$ cat src/pin_change_pkg.sv
// Constants, register map and carrier types for the pin-change unit
package pin_change_pkg;

   localparam int          PORT_W      = 8;
   localparam int          NUM_PORTS   = 4;
   localparam int          ADR_W       = 8;
   localparam int          DAT_W       = 32;
   localparam int          SEL_W       = 4;

   // Port slots inside the register arrays
   localparam logic [1:0]  PORT_A      = 2'h0;
   localparam logic [1:0]  PORT_B      = 2'h1;
   localparam logic [1:0]  PORT_C      = 2'h2;
   localparam logic [1:0]  PORT_E      = 2'h3;

   // Byte addresses on the register bus
   localparam logic [7:0]  ADR_A_RISE  = 8'h00;
   localparam logic [7:0]  ADR_A_FALL  = 8'h04;
   localparam logic [7:0]  ADR_A_FLAG  = 8'h08;
   localparam logic [7:0]  ADR_B_RISE  = 8'h10;
   localparam logic [7:0]  ADR_B_FALL  = 8'h14;
   localparam logic [7:0]  ADR_B_FLAG  = 8'h18;
   localparam logic [7:0]  ADR_C_RISE  = 8'h20;
   localparam logic [7:0]  ADR_C_FALL  = 8'h24;
   localparam logic [7:0]  ADR_C_FLAG  = 8'h28;
   localparam logic [7:0]  ADR_E_RISE  = 8'h30;
   localparam logic [7:0]  ADR_E_FALL  = 8'h34;
   localparam logic [7:0]  ADR_E_FLAG  = 8'h38;
   localparam logic [7:0]  ADR_PERIPHERAL_IRQ_ENABLE_0    = 8'h40;
   localparam logic [7:0]  ADR_PERIPHERAL_IRQ_REQUEST_0    = 8'h44;

   // Field positions and reset values
   localparam int          MASTER_EN_BIT = 4;
   localparam int          SUMMARY_BIT   = 4;
   localparam int          PORT_E_PIN    = 3;
   localparam logic [7:0]  REG_RESET     = 8'h00;
   localparam logic [7:0]  FULL_MASK     = 8'hff;
   localparam logic [7:0]  PORT_E_MASK   = 8'h08;
   localparam logic [31:0] DATA_ZERO     = 32'h0000_0000;

   typedef enum logic [2:0] {
      KIND_RISE = 3'b001,
      KIND_FALL = 3'b010,
      KIND_FLAG = 3'b100
   } reg_kind_t;

   typedef struct packed {
      logic             hit;
      logic             is_peripheral_irq_enable_0;
      logic             is_peripheral_irq_request_0;
      logic [1:0]       port;
      reg_kind_t        kind;
   } reg_decode_t;

   typedef struct packed {
      logic             cyc;
      logic             stb;
      logic             we;
      logic [ADR_W-1:0] adr;
      logic [SEL_W-1:0] sel;
      logic [DAT_W-1:0] dat;
   } wb_req_t;

   typedef struct packed {
      logic [DAT_W-1:0] dat;
      logic             ack;
   } wb_rsp_t;

endpackage : pin_change_pkg

$ cat src/edge_sense.sv
// Pin synchroniser and one-cycle rising and falling edge pulses
`timescale 1ns/10ps
module edge_sense
   import pin_change_pkg::*;
(
   input  wire logic [pin_change_pkg::PORT_W-1:0] pins,
   input  wire logic                              clk,
   input  wire logic                              srst,
   output logic      [pin_change_pkg::PORT_W-1:0] rise,
   output logic      [pin_change_pkg::PORT_W-1:0] fall
);
   import pin_change_pkg::*;

   logic [PORT_W-1:0] meta;
   logic [PORT_W-1:0] sample;
   logic [PORT_W-1:0] prev;
   logic [PORT_W-1:0] next_meta;
   logic [PORT_W-1:0] next_sample;
   logic [PORT_W-1:0] next_prev;

   always_comb begin
      next_meta   = pins;
      next_sample = meta;
      next_prev   = sample;
   end

   always_ff @(posedge clk) begin
      if (srst) begin
         meta   <= REG_RESET;
         sample <= REG_RESET;
         prev   <= REG_RESET;
      end else begin
         meta   <= next_meta;
         sample <= next_sample;
         prev   <= next_prev;
      end
   end

   // Pulses last exactly one cycle per transition
   assign rise = sample & ~prev;
   assign fall = ~sample & prev;

endmodule : edge_sense

$ cat src/change_flags.sv
// Per-port change flags: hardware set, software write, a hardware edge wins over the write
`timescale 1ns/10ps
module change_flags
   import pin_change_pkg::*;
(
   input  wire logic                              clk,
   input  wire logic                              srst,
   input  wire logic [pin_change_pkg::PORT_W-1:0] impl_mask,
   input  wire logic [pin_change_pkg::PORT_W-1:0] rise,
   input  wire logic [pin_change_pkg::PORT_W-1:0] fall,
   input  wire logic [pin_change_pkg::PORT_W-1:0] rise_en,
   input  wire logic [pin_change_pkg::PORT_W-1:0] fall_en,
   input  wire logic                              wr,
   input  wire logic [pin_change_pkg::PORT_W-1:0] wdata,
   output logic      [pin_change_pkg::PORT_W-1:0] flags
);
   import pin_change_pkg::*;

   logic [PORT_W-1:0] hit;
   logic [PORT_W-1:0] next_flags;

   always_comb begin
      hit        = ((rise & rise_en) | (fall & fall_en)) & impl_mask;
      next_flags = flags;
      if (wr) begin
         next_flags = wdata & impl_mask;
      end
      next_flags = next_flags | hit;
   end

   always_ff @(posedge clk) begin
      if (srst) begin
         flags <= REG_RESET;
      end else begin
         flags <= next_flags;
      end
   end

endmodule : change_flags

$ cat src/pin_change_interrupt.sv
// Pin-change interrupt unit with a classic Wishbone register slave
//
// Design decisions made here: the register addresses and register access over Wishbone.
`timescale 1ns/10ps
module pin_change_interrupt
   import pin_change_pkg::*;
(
   input  wire logic                              clk,
   input  wire logic                              srst,
   input  wire pin_change_pkg::wb_req_t           wb_req,
   output pin_change_pkg::wb_rsp_t                wb_rsp,
   input  wire logic [pin_change_pkg::PORT_W-1:0] port_a_a,
   input  wire logic [pin_change_pkg::PORT_W-1:0] port_b_b,
   input  wire logic [pin_change_pkg::PORT_W-1:0] port_c_c,
   input  wire logic                              port_e_pin_three,
   input  wire logic                              cpu_sleeping,
   output logic                                   change_irq_request,
   output logic                                   wake_request
);
   import pin_change_pkg::*;

   typedef enum logic [1:0] {
      BUS_IDLE   = 2'b01,
      BUS_ANSWER = 2'b10
   } bus_state_t;

   // Register map decode, shared by the read and write paths
   function automatic reg_decode_t decode(input logic [ADR_W-1:0] adr);
      reg_decode_t d;
      d         = '0;
      d.kind    = KIND_RISE;
      d.hit     = 1'b1;
      unique case (adr)
         ADR_A_RISE: begin
            d.port = PORT_A;
            d.kind = KIND_RISE;
         end
         ADR_A_FALL: begin
            d.port = PORT_A;
            d.kind = KIND_FALL;
         end
         ADR_A_FLAG: begin
            d.port = PORT_A;
            d.kind = KIND_FLAG;
         end
         ADR_B_RISE: begin
            d.port = PORT_B;
            d.kind = KIND_RISE;
         end
         ADR_B_FALL: begin
            d.port = PORT_B;
            d.kind = KIND_FALL;
         end
         ADR_B_FLAG: begin
            d.port = PORT_B;
            d.kind = KIND_FLAG;
         end
         ADR_C_RISE: begin
            d.port = PORT_C;
            d.kind = KIND_RISE;
         end
         ADR_C_FALL: begin
            d.port = PORT_C;
            d.kind = KIND_FALL;
         end
         ADR_C_FLAG: begin
            d.port = PORT_C;
            d.kind = KIND_FLAG;
         end
         ADR_E_RISE: begin
            d.port = PORT_E;
            d.kind = KIND_RISE;
         end
         ADR_E_FALL: begin
            d.port = PORT_E;
            d.kind = KIND_FALL;
         end
         ADR_E_FLAG: begin
            d.port = PORT_E;
            d.kind = KIND_FLAG;
         end
         ADR_PERIPHERAL_IRQ_ENABLE_0: begin
            d.is_peripheral_irq_enable_0 = 1'b1;
         end
         ADR_PERIPHERAL_IRQ_REQUEST_0: begin
            d.is_peripheral_irq_request_0 = 1'b1;
         end
         default: begin
            d.hit = 1'b0;
         end
      endcase
      return d;
   endfunction : decode

   // Implemented bits of each port slot
   function automatic logic [PORT_W-1:0] port_mask(input logic [1:0] p);
      return (p == PORT_E) ? PORT_E_MASK : FULL_MASK;
   endfunction : port_mask

   logic [PORT_W-1:0] rise_en     [NUM_PORTS];
   logic [PORT_W-1:0] fall_en     [NUM_PORTS];
   logic [PORT_W-1:0] next_rise_en[NUM_PORTS];
   logic [PORT_W-1:0] next_fall_en[NUM_PORTS];
   logic [PORT_W-1:0] flags       [NUM_PORTS];
   logic [PORT_W-1:0] pins        [NUM_PORTS];
   logic [PORT_W-1:0] rise        [NUM_PORTS];
   logic [PORT_W-1:0] fall        [NUM_PORTS];
   logic [NUM_PORTS-1:0] flag_wr;

   logic              master_en;
   logic              next_master_en;
   logic              summary;
   logic              next_irq;
   logic              next_wake;

   bus_state_t        bus_state;
   bus_state_t        next_bus_state;
   logic [DAT_W-1:0]  rdata;
   logic [DAT_W-1:0]  next_rdata;
   logic              wr_commit;
   logic [PORT_W-1:0] wbyte;
   reg_decode_t       dec;

   // port E carries pin three only
   always_comb begin
      pins[PORT_A]             = port_a_a;
      pins[PORT_B]             = port_b_b;
      pins[PORT_C]             = port_c_c;
      pins[PORT_E]             = REG_RESET;
      pins[PORT_E][PORT_E_PIN] = port_e_pin_three;
   end

   for (genvar p = 0; p < NUM_PORTS; p++) begin : g_port
      edge_sense u_edge (
         .pins (pins[p]),
         .clk  (clk),
         .srst (srst),
         .rise (rise[p]),
         .fall (fall[p])
      );

      change_flags u_flags (
         .clk       (clk),
         .srst      (srst),
         .impl_mask (port_mask(2'(p))),
         .rise      (rise[p]),
         .fall      (fall[p]),
         .rise_en   (rise_en[p]),
         .fall_en   (fall_en[p]),
         .wr        (flag_wr[p]),
         .wdata     (wbyte),
         .flags     (flags[p])
      );
   end

   // Bus request decode
   always_comb begin
      dec       = decode(wb_req.adr);
      wbyte     = wb_req.dat[PORT_W-1:0];
      // Write lands at the edge where the master sees ack
      wr_commit = wb_req.cyc && wb_req.stb && wb_req.we
                  && wb_req.sel[0] && (bus_state == BUS_ANSWER);
   end

   // Flag write strobes, one per port slot
   always_comb begin
      for (int p = 0; p < NUM_PORTS; p++) begin
         flag_wr[p] = wr_commit && dec.hit && (dec.kind == KIND_FLAG)
                      && !dec.is_peripheral_irq_enable_0 && !dec.is_peripheral_irq_request_0
                      && (dec.port == 2'(p));
      end
   end

   // Enable and master registers
   always_comb begin
      next_master_en = master_en;
      for (int p = 0; p < NUM_PORTS; p++) begin
         next_rise_en[p] = rise_en[p];
         next_fall_en[p] = fall_en[p];
      end
      if (wr_commit && dec.hit) begin
         if (dec.is_peripheral_irq_enable_0) begin
            next_master_en = wbyte[MASTER_EN_BIT];
         end else if (!dec.is_peripheral_irq_request_0) begin
            if (dec.kind == KIND_RISE) begin
               next_rise_en[dec.port] = wbyte & port_mask(dec.port);
            end
            if (dec.kind == KIND_FALL) begin
               next_fall_en[dec.port] = wbyte & port_mask(dec.port);
            end
         end
      end
   end

   always_ff @(posedge clk) begin
      if (srst) begin
         master_en <= 1'b0;
         for (int p = 0; p < NUM_PORTS; p++) begin
            rise_en[p] <= REG_RESET;
            fall_en[p] <= REG_RESET;
         end
      end else begin
         master_en <= next_master_en;
         for (int p = 0; p < NUM_PORTS; p++) begin
            rise_en[p] <= next_rise_en[p];
            fall_en[p] <= next_fall_en[p];
         end
      end
   end

   // Summary flag and request outputs
   always_comb begin
      summary = 1'b0;
      for (int p = 0; p < NUM_PORTS; p++) begin
         summary = summary | (|flags[p]);
      end
      next_irq  = summary && master_en;
      next_wake = summary && master_en && cpu_sleeping;
   end

   always_ff @(posedge clk) begin
      if (srst) begin
         change_irq_request <= 1'b0;
         wake_request       <= 1'b0;
      end else begin
         change_irq_request <= next_irq;
         wake_request       <= next_wake;
      end
   end

   // Bus slave: one wait state, ack for a single cycle
   always_comb begin
      next_bus_state = bus_state;
      next_rdata     = rdata;
      unique case (bus_state)
         BUS_IDLE: begin
            if (wb_req.cyc && wb_req.stb) begin
               next_bus_state = BUS_ANSWER;
               // Unmapped words answer with zero
               next_rdata     = DATA_ZERO;
               if (dec.hit && dec.is_peripheral_irq_enable_0) begin
                  next_rdata[MASTER_EN_BIT] = master_en;
               end else if (dec.hit && dec.is_peripheral_irq_request_0) begin
                  next_rdata[SUMMARY_BIT] = summary;
               end else if (dec.hit) begin
                  unique case (dec.kind)
                     KIND_RISE: next_rdata[PORT_W-1:0] = rise_en[dec.port];
                     KIND_FALL: next_rdata[PORT_W-1:0] = fall_en[dec.port];
                     KIND_FLAG: next_rdata[PORT_W-1:0] = flags[dec.port];
                  endcase
               end
            end
         end
         BUS_ANSWER: begin
            next_bus_state = BUS_IDLE;
         end
      endcase
   end

   always_ff @(posedge clk) begin
      if (srst) begin
         bus_state <= BUS_IDLE;
         rdata     <= DATA_ZERO;
      end else begin
         bus_state <= next_bus_state;
         rdata     <= next_rdata;
      end
   end

   always_comb begin
      wb_rsp.dat = rdata;
      wb_rsp.ack = (bus_state == BUS_ANSWER);
   end

endmodule : pin_change_interrupt

$ cat config.mk
export PLATFORM = sky130hd
export DESIGN_NAME = pin_change_interrupt
export DESIGN_NICKNAME = d
export VERILOG_FILES = /design/src/pin_change_pkg.sv /design/src/edge_sense.sv /design/src/change_flags.sv /design/src/pin_change_interrupt.sv
export SDC_FILE = /design/constraint.sdc
export NUM_CORES = 1
export LEC_CHECK = 0
export BUFFER_PORTS_ARGS = -buffer_cell sky130_fd_sc_hd__buf_2
export CAP_MARGIN = 20
export CORE_UTILIZATION = 58
export DETAILED_ROUTE_END_ITERATION = 6
export GPL_TIMING_DRIVEN = 0
export PLACE_DENSITY = 0.78
export SLEW_MARGIN = 20
export SYNTH_ARGS = -nofsm -noshare
export SYNTH_HDL_FRONTEND = slang
export SYNTH_HIERARCHICAL = 1
export SYNTH_SLANG_ARGS = --single-unit
$ cat constraint.sdc
create_clock -name clk -period 5.7 [get_ports clk]
set_input_delay 1.14 -clock clk [delete_from_list [all_inputs] [get_ports clk]]
set_output_delay 1.14 -clock clk [all_outputs]
set_load 0.01 [all_outputs]
==> impl_results.md, run 1 <==
* Internal at 2.25 mW
* GPL Wtd Cong at 0.920
* Worst slew margin at 23.9%
* Die width at 126 um
* Yosys top cell area share at 46.1%
* Hold EP: g_port[3].u_edge/next_prev[7]$_SDFF_PP0_
* P per Cell Area at 283 nW/um^2
* Share of cells above drive strength 1 at 23.8%
* ANT nets after route at 0
* FF-to-FF End: g_port[1].u_flags/flags[5]$_SDFF_PP0_
* Synth area leaders: dfxtp_1, mux2i_1, nor2b_1
* Tmin final at 3.53 ns
* Clock power share at 42.9%
* First-pass GRT wire length at 34200 um
* Largest net degree at the start of global routing at 30
* CP cell instances: buf_2 -> nor4_4 -> nand2_1 -> or2_2 -> nor3_1 -> a222oi_1 -> nand2b_1 -> a21oi_1
* Psw at 665 uW
* Clock Skews at 0.00517 ns
* Initial Util at 60.3%
* Antenna violations before repair at 0
* TritonCTS Buffers at 21
* Most common cell after layout, fill and taps aside: dfxtp_1
* Critical setup path kind: primary input to register
* Dpl hpwl at 16200 um
* Number of global-route vias before repair at 6512
* Finish-stage setup viols at 0
* Initial DRC Count at 633
* Post-synth top area cell: dfxtp_1
* Hold path cells at 1
* Status: completed
* Ant. Diodes at 0
* Primary FF master, synth: dfxtp_1
* Routed wire length at 21700 um
* Chip height at 126 um
* Core Box Area at 14800 um^2
* Highest-delay cell along the critical path: nor3_1
* Bufs and invs on worst path at 1
* Hold buffers post-CTS at 0
* Clk slew on worst S/H paths at 0.06 ns
* Synth unique cells at 60
* Pre-antenna DRT Iters at 7
* Synth warnings at 6
* CP top delay family: simple AND/OR/NAND/NOR gates
* Worst-Skew Late Latency at 0.49 ns
* Fraction of registers with async set/reset at 0%
* FP Rows at 44
* Vias at 6745
* Post-Syn Area at 8900 um^2
* # Post-CTS Setup Buffers at 0
* Critical path's largest stage delay at 0.93 ns
* DR WL/cell at 17.8 um
* Multi-input logic area at 4550 um^2
* Leak at 4.42 nW
* # resized after CTS at 0
* Part of the power in registers at 50.6%
* Final net count at 1095
* Die ar. at 15800 um^2
* Fin. Hold Viols at 0
* IO buf count at 56
* GRT overflow at 0
* Clock sinks at 205
* Most frequent cells in the layout: dfxtp_1, nor2b_1, nor2_1
* Post-synth EDFFs at 0
* R2R Setup Slk at 2.76 ns
* Crit-path max FO at 8
* FMAX at 283 MHz
* Register area at 4100 um^2
* Post-route DRC at 0
* Seq/Total Area, Yosys at 46.1%
* Mean Syn Cell Area at 10.1 um^2
* Maxcap violations at 0
* Bufs on Longest Clock Path at 3
* Synth Register Bits at 205
* Comb power frac at 6.5%
* Setup_tns at 0 ns
* Crit path DAT at 3.96 ns
* WP data required at 6.13 ns
* Worst r2r path cells at 7
* Crit. End Element: register
* Peak supply drop at 0.000280 V
* RR Startpoint: bus_state[0]$_SDFFE_PP1P_
* Fin. max-slew vios at 0
* DR vias/cell at 5.54
* RSZ-0062 raised after global routing: no
* Total GRT Usage at 28.0%
* Switch share at 22.9%
* Post-Syn Instances at 880
* CTS tree: done
* Total I/O pin count at 110
* Min Hold Slack at 0.432 ns
* CTS root buffer: clkbuf_16
* P&R area growth vs syn at 15.4%
* Hold Startpoint: g_port[3].u_edge/meta[7]$_SDFF_PP0_
* Filler Cells Inserted at 1199
* Crit path launch type: primary input
* Period utilization at 61.9%
* H-tree lvl count at 1
* HP Class: register to register
* Worst Max-Slew Pin Slew at 1.13 ns
-- cell type report --
cell class / instances / area share (%)
inverters: 6 / 0.219
repair buffers: 56 / 2.73
clock inverters: 9 / 0.524
flip-flops and latches: 205 / 40.0
clock buffers: 28 / 5.57
well taps: 184 / 2.24
plain buffers: 69 / 4.50
multi-input cells: 661 / 44.3
-- power by group through the flow --
stage | logic [mW] | registers, mW | clock network [mW]
floorplan | 0.124 | 1.50 | 0
global placement | 0.183 | 1.50 | 0
detailed placement | 0.184 | 1.51 | 0
CTS | 0.186 | 1.47 | 1.27
global route | 0.204 | 1.48 | 1.34
finish | 0.188 | 1.47 | 1.25
-- cell usage after synthesis, drive strengths merged, types with 3 or more instances --
cell type and count:
a222oi 32, nand2 20, nor2 68, nor2b 152
nor4 11, a2bb2oi 4, o21ai 9, nand3 4
clkbuf 16, o221ai 4, nand4 8, o2bb2ai 3
and2b 16, or2 3, buf 53, nor3 8
a21oi 43, mux2i 65, o211ai 7, inv 6
o2111ai 5, o32a 3, nand2b 65, a31oi 4
and2 22, dfxtp 205, or4 4, a211o 3
mux2 9
-- state kept, by name, indices dropped and copies added, names as in the netlist --
register	count
g_port.u_edge/next_prev	32
wake_request	1
rise_en	32
rdata	8
fall_en	32
g_port.u_edge/prev	32
bus_state	2
change_irq_request	1
g_port.u_edge/meta	32
g_port.u_flags/flags	32
master_en	1
-- routing by layer --
| layer | vias to the layer above | GRT usage [%] | wire, um |
|---|---|---|---|
| li1 | 3273 | - | - |
| met1 | 3150 | 37.5 | 9740 |
| met2 | 270 | 45.8 | 9760 |
| met3 | 52 | 4.25 | 1400 |
| met4 | 0 | 10.5 | 843 |
| met5 | - | 0 | 0 |
-- how the worst max path moves through the flow --
stage	startpoint	to	slack [ns]	cells past startpoint
4_1_cts	wb_req[37]	g_port[2].u_flags/flags[4]$_SDFF_PP0_	2.21	9
6_report	wb_req[37]	g_port[1].u_flags/flags[5]$_SDFF_PP0_	2.17	8
2_1_floorplan	wb_req[37]	g_port[1].u_flags/flags[4]$_SDFF_PP0_	2.58	8
5_1_grt	wb_req[37]	g_port[1].u_flags/flags[3]$_SDFF_PP0_	1.97	8
3_5_place_dp	wb_req[37]	g_port[2].u_flags/flags[4]$_SDFF_PP0_	1.70	9
3_3_place_gp	wb_req[37]	g_port[2].u_flags/flags[7]$_SDFF_PP0_	1.70	8
-- per-stage QoR --
step	cell area, um^2	power, mW	util, %	std cells	setup WS, ns
after floorplan	9130	1.63	-	941	2.58
after global placement	9640	1.69	65.3	1181	1.70
after detailed placement	9640	1.69	65.3	1181	1.70
after CTS	10300	2.93	69.6	1218	2.21
after global routing	10300	3.02	69.6	1218	1.97
final	10300	2.91	69.6	1218	2.17
-- logic make-up after synthesis --
logic type	count (synthesis)	synth area share, %
other	2	0.0844
flip-flops	205	46.1
buffers and inverters	75	5.44
AND/OR/NAND/NOR	389	28.5
AO/OA/AOI/OAI	134	11.2
multiplexers	75	8.70
-- worst register-to-register path: stages (launching register included) --
cell and delay [ns]:
dfxtp_1 0.33, nand4b_1 0.19, or2_2 0.39, or2_2 0.38, nor3_1 0.93, a222oi_1 0.31, nand2b_1 0.21, a21oi_1 0.13
Note: power is estimated with default switching activity, not from simulation.
==> run 2, diff against run 1 <==
--- a/config.mk
+++ b/config.mk
@@ -5,12 +5,13 @@
 export SDC_FILE = /design/constraint.sdc
 export NUM_CORES = 1
 export LEC_CHECK = 0
+export ABC_AREA = 1
 export BUFFER_PORTS_ARGS = -buffer_cell sky130_fd_sc_hd__buf_2
 export CAP_MARGIN = 20
-export CORE_UTILIZATION = 58
+export CORE_UTILIZATION = 53
 export DETAILED_ROUTE_END_ITERATION = 6
 export GPL_TIMING_DRIVEN = 0
-export PLACE_DENSITY = 0.78
+export PLACE_DENSITY = 0.74
 export SLEW_MARGIN = 20
 export SYNTH_ARGS = -nofsm -noshare
 export SYNTH_HDL_FRONTEND = slang
==> constraint.sdc (replaced) <==
create_clock -name clk -period 3.08 [get_ports clk]
set_input_delay 0.616 -clock clk [delete_from_list [all_inputs] [get_ports clk]]
set_output_delay 0.616 -clock clk [all_outputs]
set_load 0.01 [all_outputs]
==> impl_results.md, run 2 <==
* Status: completed (unchanged)
* Total I/O pin count at 110 (unchanged)
* Core Box Area at 17200 um^2 (was 14800 um^2)
* ANT nets after route at 0 (unchanged)
* RSZ-0062 raised after global routing: no (unchanged)
* Design Power at 5.77 mW (was 2.91 mW)
* Hold buffers post-CTS at 0 (unchanged)
* Period utilization at 93.0%
* DR vias/cell at 4.79 (was 5.54)
* Filler Cells Inserted at 1642 (was 1199)
* Total GRT Usage at 31.4% (was 28.0%)
* Post-Syn Instances at 1460 (was 880)
* Leak at 5.29 nW (was 4.42 nW)
* P per Cell Area at 525 nW/um^2 (was 283 nW/um^2)
* Initial DRC Count at 778 (was 633)
* Routed wire length at 28000 um (was 21700 um)
* Post-Syn Area at 9340 um^2 (was 8900 um^2)
* Fin. max-slew vios at 0 (unchanged)
* Antenna violations before repair at 0 (unchanged)
* GRT overflow at 0 (unchanged)
* TritonCTS Buffers at 22 (was 21)
* Worst r2r path cells at 10 (was 7)
* Die width at 135 um (was 126 um)
* Synth warnings at 6 (unchanged)
* Final net count at 1702 (was 1095)
* Crit-path max FO at 10 (was 8)
* Bufs on Longest Clock Path at 3 (unchanged)
* First-pass GRT wire length at 43300 um (was 34200 um)
* Tmin final at 2.86 ns
* Hold path cells at 3 (was 1)
* H-tree lvl count at 1 (unchanged)
* Dpl hpwl at 21200 um (was 16200 um)
* Primary FF master, synth: dfxtp_1 (unchanged)
* FMAX at 349 MHz
* Crit. End Element: register (unchanged)
* Fraction of registers with async set/reset at 0% (unchanged)
* Finish-stage setup viols at 0 (unchanged)
* Crit path DAT at 3.28 ns (was 3.96 ns)
* Post-route DRC at 0 (unchanged)
* Vias at 8939 (was 6745)
* HP Class: primary input to register (was register to register)
* Top cells by count, synth: nand2_1, nor2_1, inv_1 (was dfxtp_1, nor2b_1, nor2_1)
* Crit path launch type: primary input (unchanged)
* Chip height at 135 um (was 126 um)
* Yosys top cell area share at 43.9% (was 46.1%)
* Initial Util at 54.2% (was 60.3%)
* Maxcap violations at 0 (unchanged)
* IO buf count at 58 (was 56)
* Post-synth EDFFs at 0 (unchanged)
* Clock Skews at 0.00779 ns (was 0.00517 ns)
* Peak supply drop at 0.000590 V (was 0.000280 V)
* CTS root buffer: clkbuf_16 (unchanged)
* Synth Register Bits at 205 (unchanged)
* Ant. Diodes at 0 (unchanged)
* Seq/Total Area, Yosys at 43.9% (was 46.1%)
* Worst Max-Slew Pin Slew at 0.755 ns (was 1.13 ns)
* CTS tree: done (unchanged)
* Post-synth top area cell: dfxtp_1 (unchanged)
* WP data required at 3.50 ns (was 6.13 ns)
* P&R area growth vs syn at 17.6% (was 15.4%)
* DR WL/cell at 15.0 um (was 17.8 um)
* Worst slew margin at 49.7% (was 23.9%)
* Setup_tns at 0 ns (unchanged)
* Most common cell after layout, fill and taps aside: nand2_1 (was dfxtp_1)
* Number of global-route vias before repair at 8047 (was 6512)
* Die ar. at 18200 um^2 (was 15800 um^2)
* Share of cells above drive strength 1 at 9.51% (was 23.8%)
* Fin. Hold Viols at 0 (unchanged)
* FP Rows at 48 (was 44)
* Count leader, synth: nand2_1 (was dfxtp_1)
* Largest net degree at the start of global routing at 57 (was 30)
* Pre-antenna DRT Iters at 5 (was 7)
* GPL Wtd Cong at 0.976 (was 0.920)
* # Post-CTS Setup Buffers at 0 (unchanged)
* Synth unique cells at 27 (was 60)
* Most frequent cells in the layout: nand2_1, nor2_1, inv_1 (was dfxtp_1, nor2b_1, nor2_1)
* Clock sinks at 205 (unchanged)
* Clk slew on worst S/H paths at 0.06 ns (about the same)
* Critical setup path kind: primary input to register (unchanged)
* Worst-Skew Late Latency at 0.50 ns (was 0.49 ns)
* Mean Syn Cell Area at 6.40 um^2 (was 10.1 um^2)
* Synth area leaders: dfxtp_1, nand2_1, nor2_1 (was dfxtp_1, mux2i_1, nor2b_1)
[run 2: cell count changes after synthesis, moves of 56 or more]
cell	change
inv_1	+204
nor2b_2	-56
nand2_1	+470
nor2b_1	-96
mux2i_1	-65
nor2_1	+213
[run 2: power by group]
group,internal (mW),switching [mW]
logic,0.107,0.221
clock network,1.67,1.05
registers,2.71,0.0216
[run 2: layout make-up]
type                       instances  area (um^2)  area share, %
inverter                         220          826           7.52
buffer                            61          438           3.99
multi-input combinational       1059         4300           39.1
sequential                       205         4100           37.3
clock inverter                     8          123           1.12
tap                              225          282           2.56
timing repair buffer              58          293           2.66
clock buffer                      30          622           5.66
[run 2: path summary, 6_finish.rpt]
check                                                          from                                  endpoint  slack (ns)
worst min-delay path                                    port_a_a[3]       g_port[0].u_edge/meta[3]$_SDFF_PP0_        0.31
worst min register to register  g_port[0].u_edge/meta[7]$_SDFF_PP0_  g_port[0].u_edge/next_prev[7]$_SDFF_PP0_        0.40
worst max-delay path                                     wb_req[37]     g_port[1].u_flags/flags[1]$_SDFF_PP0_        0.22
worst max register to register            bus_state[1]$_SDFFE_PP0P_     g_port[1].u_flags/flags[1]$_SDFF_PP0_        0.85
[run 2: worst max-delay path, cell delays in order]
cell     delay [ns]
buf_2          0.11
nor2_2         0.22
o21ai_4        0.15
nor2_4         0.30
nor2_1         0.13
a21oi_2        0.46
nand3_1        0.43
nor2_1         0.36
inv_1          0.21
nand2_1        0.10
nand2_1        0.05
a21oi_1        0.15
[run 2: per-stage QoR]
stage                     worst slack, ns  cells  util (%)  hold WS [ns]  area, um^2
final                               0.216   1866      63.7         0.313       11000
after global routing               0.0272   1866      63.7         0.298       11000
after floorplan                     0.477   1545         -         0.388        9660
after global placement             -0.794   1828      59.4         0.389       10200
after CTS                          0.0851   1866      63.7         0.303       11000
after detailed placement           -0.729   1828      59.4         0.392       10200
[run 2: repair_timing]
action,4_1_cts,5_1_grt
gates resized for setup,1,1
setup endpoints to repair,8,8
endpoints found under the hold margin,0,0
[run 2: routing by layer]
metal | track usage, % | vias to the layer above | routed length, um
li1 | - | 4592 | -
met1 | 42.6 | 3933 | 12600
met2 | 49.9 | 351 | 12200
met3 | 5.29 | 63 | 2220
met4 | 12.1 | 0 | 1010
met5 | 0 | - | 0
[run 2: cell families after synthesis]
family | count (synthesis) | synth area share (%)
compound gates | 128 | 7.03
buf+inv | 281 | 13.5
flops | 205 | 43.9
other cells | 2 | 0.0804
simple gates | 844 | 35.4
==> run 3, diff against run 2 <==
--- a/config.mk
+++ b/config.mk
@@ -5,13 +5,12 @@
 export SDC_FILE = /design/constraint.sdc
 export NUM_CORES = 1
 export LEC_CHECK = 0
-export ABC_AREA = 1
 export BUFFER_PORTS_ARGS = -buffer_cell sky130_fd_sc_hd__buf_2
 export CAP_MARGIN = 20
 export CORE_UTILIZATION = 53
 export DETAILED_ROUTE_END_ITERATION = 6
 export GPL_TIMING_DRIVEN = 0
-export PLACE_DENSITY = 0.74
+export PLACE_DENSITY = 0.75
 export SLEW_MARGIN = 20
 export SYNTH_ARGS = -nofsm -noshare
 export SYNTH_HDL_FRONTEND = slang
==> impl_results.md, run 3 (synthesized netlist as in run 1, its figures left out) <==
* ANT nets after route at 0 (unchanged)
* Worst Setup SP: wb_req[37] (unchanged)
* Final net count at 1096 (was 1702)
* Switch share at 22.1% (was 22.4%)
* Peak supply drop at 0.000440 V (was 0.000590 V)
* FP Rows at 47 (was 48)
* Chip height at 132 um (was 135 um)
* Design Area, Final at 10400 um^2 (was 11000 um^2)
* Worst slew margin at 42.7% (was 49.7%)
* Leak at 4.47 nW (was 5.29 nW)
* Most frequent cells in the layout: dfxtp_1, nor2b_1, nor2_1 (was nand2_1, nor2_1, inv_1)
* # Post-CTS Setup Buffers at 0 (unchanged)
* GRT overflow at 0 (unchanged)
* Part of the power in registers at 48.2% (was 47.3%)
* Pre-antenna DRT Iters at 5 (unchanged)
* Crit-path max FO at 10 (unchanged)
* Clock power share at 45.7% (was 47.0%)
* WP data required at 3.49 ns (was 3.50 ns)
* CTS root buffer: clkbuf_16 (unchanged)
* RR Startpoint: bus_state[0]$_SDFFE_PP1P_ (was bus_state[1]$_SDFFE_PP0P_)
* GPL Wtd Cong at 0.993 (was 0.976)
* Largest net degree at the start of global routing at 30 (was 57)
* TritonCTS Buffers at 22 (unchanged)
* Tmin final at 2.82 ns (was 2.86 ns)
* Clock Skews at 0.0163 ns (was 0.00779 ns)
* IO buf count at 56 (was 58)
* Core Box Area at 16500 um^2 (was 17200 um^2)
* RSZ-0062 raised after global routing: no (unchanged)
* Crit. End Element: register (unchanged)
* Die width at 132 um (was 135 um)
* Status: completed (unchanged)
* Hold Startpoint: port_a_a[7] (was port_a_a[3])
* Fin. Hold Viols at 0 (unchanged)
* Total GRT Usage at 25.3% (was 31.4%)
* Bufs on Longest Clock Path at 3 (unchanged)
* Antenna violations before repair at 0 (unchanged)
* Maxcap violations at 0 (unchanged)
* DR WL/cell at 17.5 um (was 15.0 um)
* P&R area growth vs syn at 17.0% (was 17.6%)
* Finish-stage setup viols at 0 (unchanged)
* Setup_tns at 0 ns (unchanged)
* Worst Max-Slew Pin Slew at 0.853 ns (was 0.755 ns)
* Period utilization at 91.7% (was 93.0%)
* Most common cell after layout, fill and taps aside: dfxtp_1 (was nand2_1)
* Initial DRC Count at 701 (was 778)
* Comb power frac at 6.1% (was 5.7%)
* Die ar. at 17300 um^2 (was 18200 um^2)
* Total I/O pin count at 110 (unchanged)
* Dpl hpwl at 15900 um (was 21200 um)
* # resized after CTS at 0 (was 1)
* Crit path DAT at 3.23 ns (was 3.28 ns)
* Fin. max-slew vios at 0 (unchanged)
* Initial Util at 54.1% (was 54.2%)
* FMAX at 354 MHz (was 349 MHz)
* Area after DPL at 9690 um^2 (was 10200 um^2)
* Worst-Skew Late Latency at 0.50 ns (about the same)
* H-tree lvl count at 1 (unchanged)
* DR vias/cell at 5.46 (was 4.79)
* Ant. Diodes at 0 (unchanged)
* Design Power at 5.66 mW (was 5.77 mW)
* First-pass GRT wire length at 34100 um (was 43300 um)
* CTS tree: done (unchanged)
* Clk slew on worst S/H paths at 0.06 ns (about the same)
* Crit path launch type: primary input (unchanged)
* Routed wire length at 22000 um (was 28000 um)
* Psw at 1.25 mW (was 1.29 mW)
* Number of global-route vias before repair at 6446 (was 8047)
* Internal at 4.41 mW (was 4.48 mW)
* HP Class: primary input to register (unchanged)
* Hold buffers post-CTS at 0 (unchanged)
* Post-route DRC at 0 (unchanged)
* Critical setup path kind: primary input to register (unchanged)
* Vias at 6847 (was 8939)
* P per Cell Area at 544 nW/um^2 (was 525 nW/um^2)
* Share of cells above drive strength 1 at 24.1% (was 9.51%)
* Clock sinks at 205 (unchanged)
==> run 3: cell count changes in the layout (fill, tap and decap cells not counted), moves of 33 or more <==
cell and change:
nand3_1 -44, nor2b_1 +96, a21oi_1 -48, mux2i_1 +65, nor2_1 -213, nand2b_1 +33, nor2b_2 +56, nand2_1 -470
inv_1 -204
==> run 3: power by group through the flow <==
stage | logic [mW] | registers [mW] | clock network [mW]
after detailed placement | 0.338 | 2.79 | 0
after floorplan | 0.229 | 2.78 | 0
after global placement | 0.336 | 2.78 | 0
after global routing | 0.374 | 2.73 | 2.75
after CTS | 0.340 | 2.73 | 2.63
final | 0.346 | 2.73 | 2.59
==> run 3: metal layers <==
metal | track usage, % | vias up | wire, um
met4 | 12.9 | 0 | 1120
met5 | 0 | - | 0
met2 | 39.3 | 319 | 9660
li1 | - | 3277 | -
met1 | 33.2 | 3171 | 9200
met3 | 5.48 | 80 | 2030
==> run 3: area by class of cell <==
class,instances,area (um^2)
inverters,6,22.5
plain buffers,69,462
repair buffers,56,280
fillers,1421,6060
multi-input cells,661,4550
flip-flops and latches,205,4100
clock buffers,32,659
well taps,220,275
clock inverters,6,55.1
==> run 3: through the flow <==
step / utilization, % / hold WS [ns] / setup WS, ns / instances
after floorplan: - / 0.411 / 0.480 / 941
after global placement: 58.8 / 0.413 / -0.390 / 1217
after detailed placement: 58.8 / 0.422 / -0.318 / 1217
after CTS: 63.2 / 0.308 / 0.0759 / 1255
after global routing: 63.2 / 0.315 / 0.158 / 1255
final: 63.2 / 0.320 / 0.256 / 1255
==> run 3: worst max-delay path, stage by stage <==
cell      delay (ns)
buf_2           0.13
nor4_4          0.55
nand2_1         0.17
or2_2           0.38
nor3_2          0.63
buf_6           0.22
a222oi_1        0.10
nand2b_1        0.19
a21oi_1         0.24
==> run 3: final timing paths <==
path / end / cells past startpoint / slack [ns]
max: g_port[1].u_flags/flags[4]$_SDFF_PP0_ / 9 / 0.26
max reg2reg: g_port[1].u_flags/flags[4]$_SDFF_PP0_ / 8 / 0.31
min reg2reg: g_port[2].u_edge/next_prev[7]$_SDFF_PP0_ / 1 / 0.43
min: g_port[0].u_edge/meta[7]$_SDFF_PP0_ / 2 / 0.32
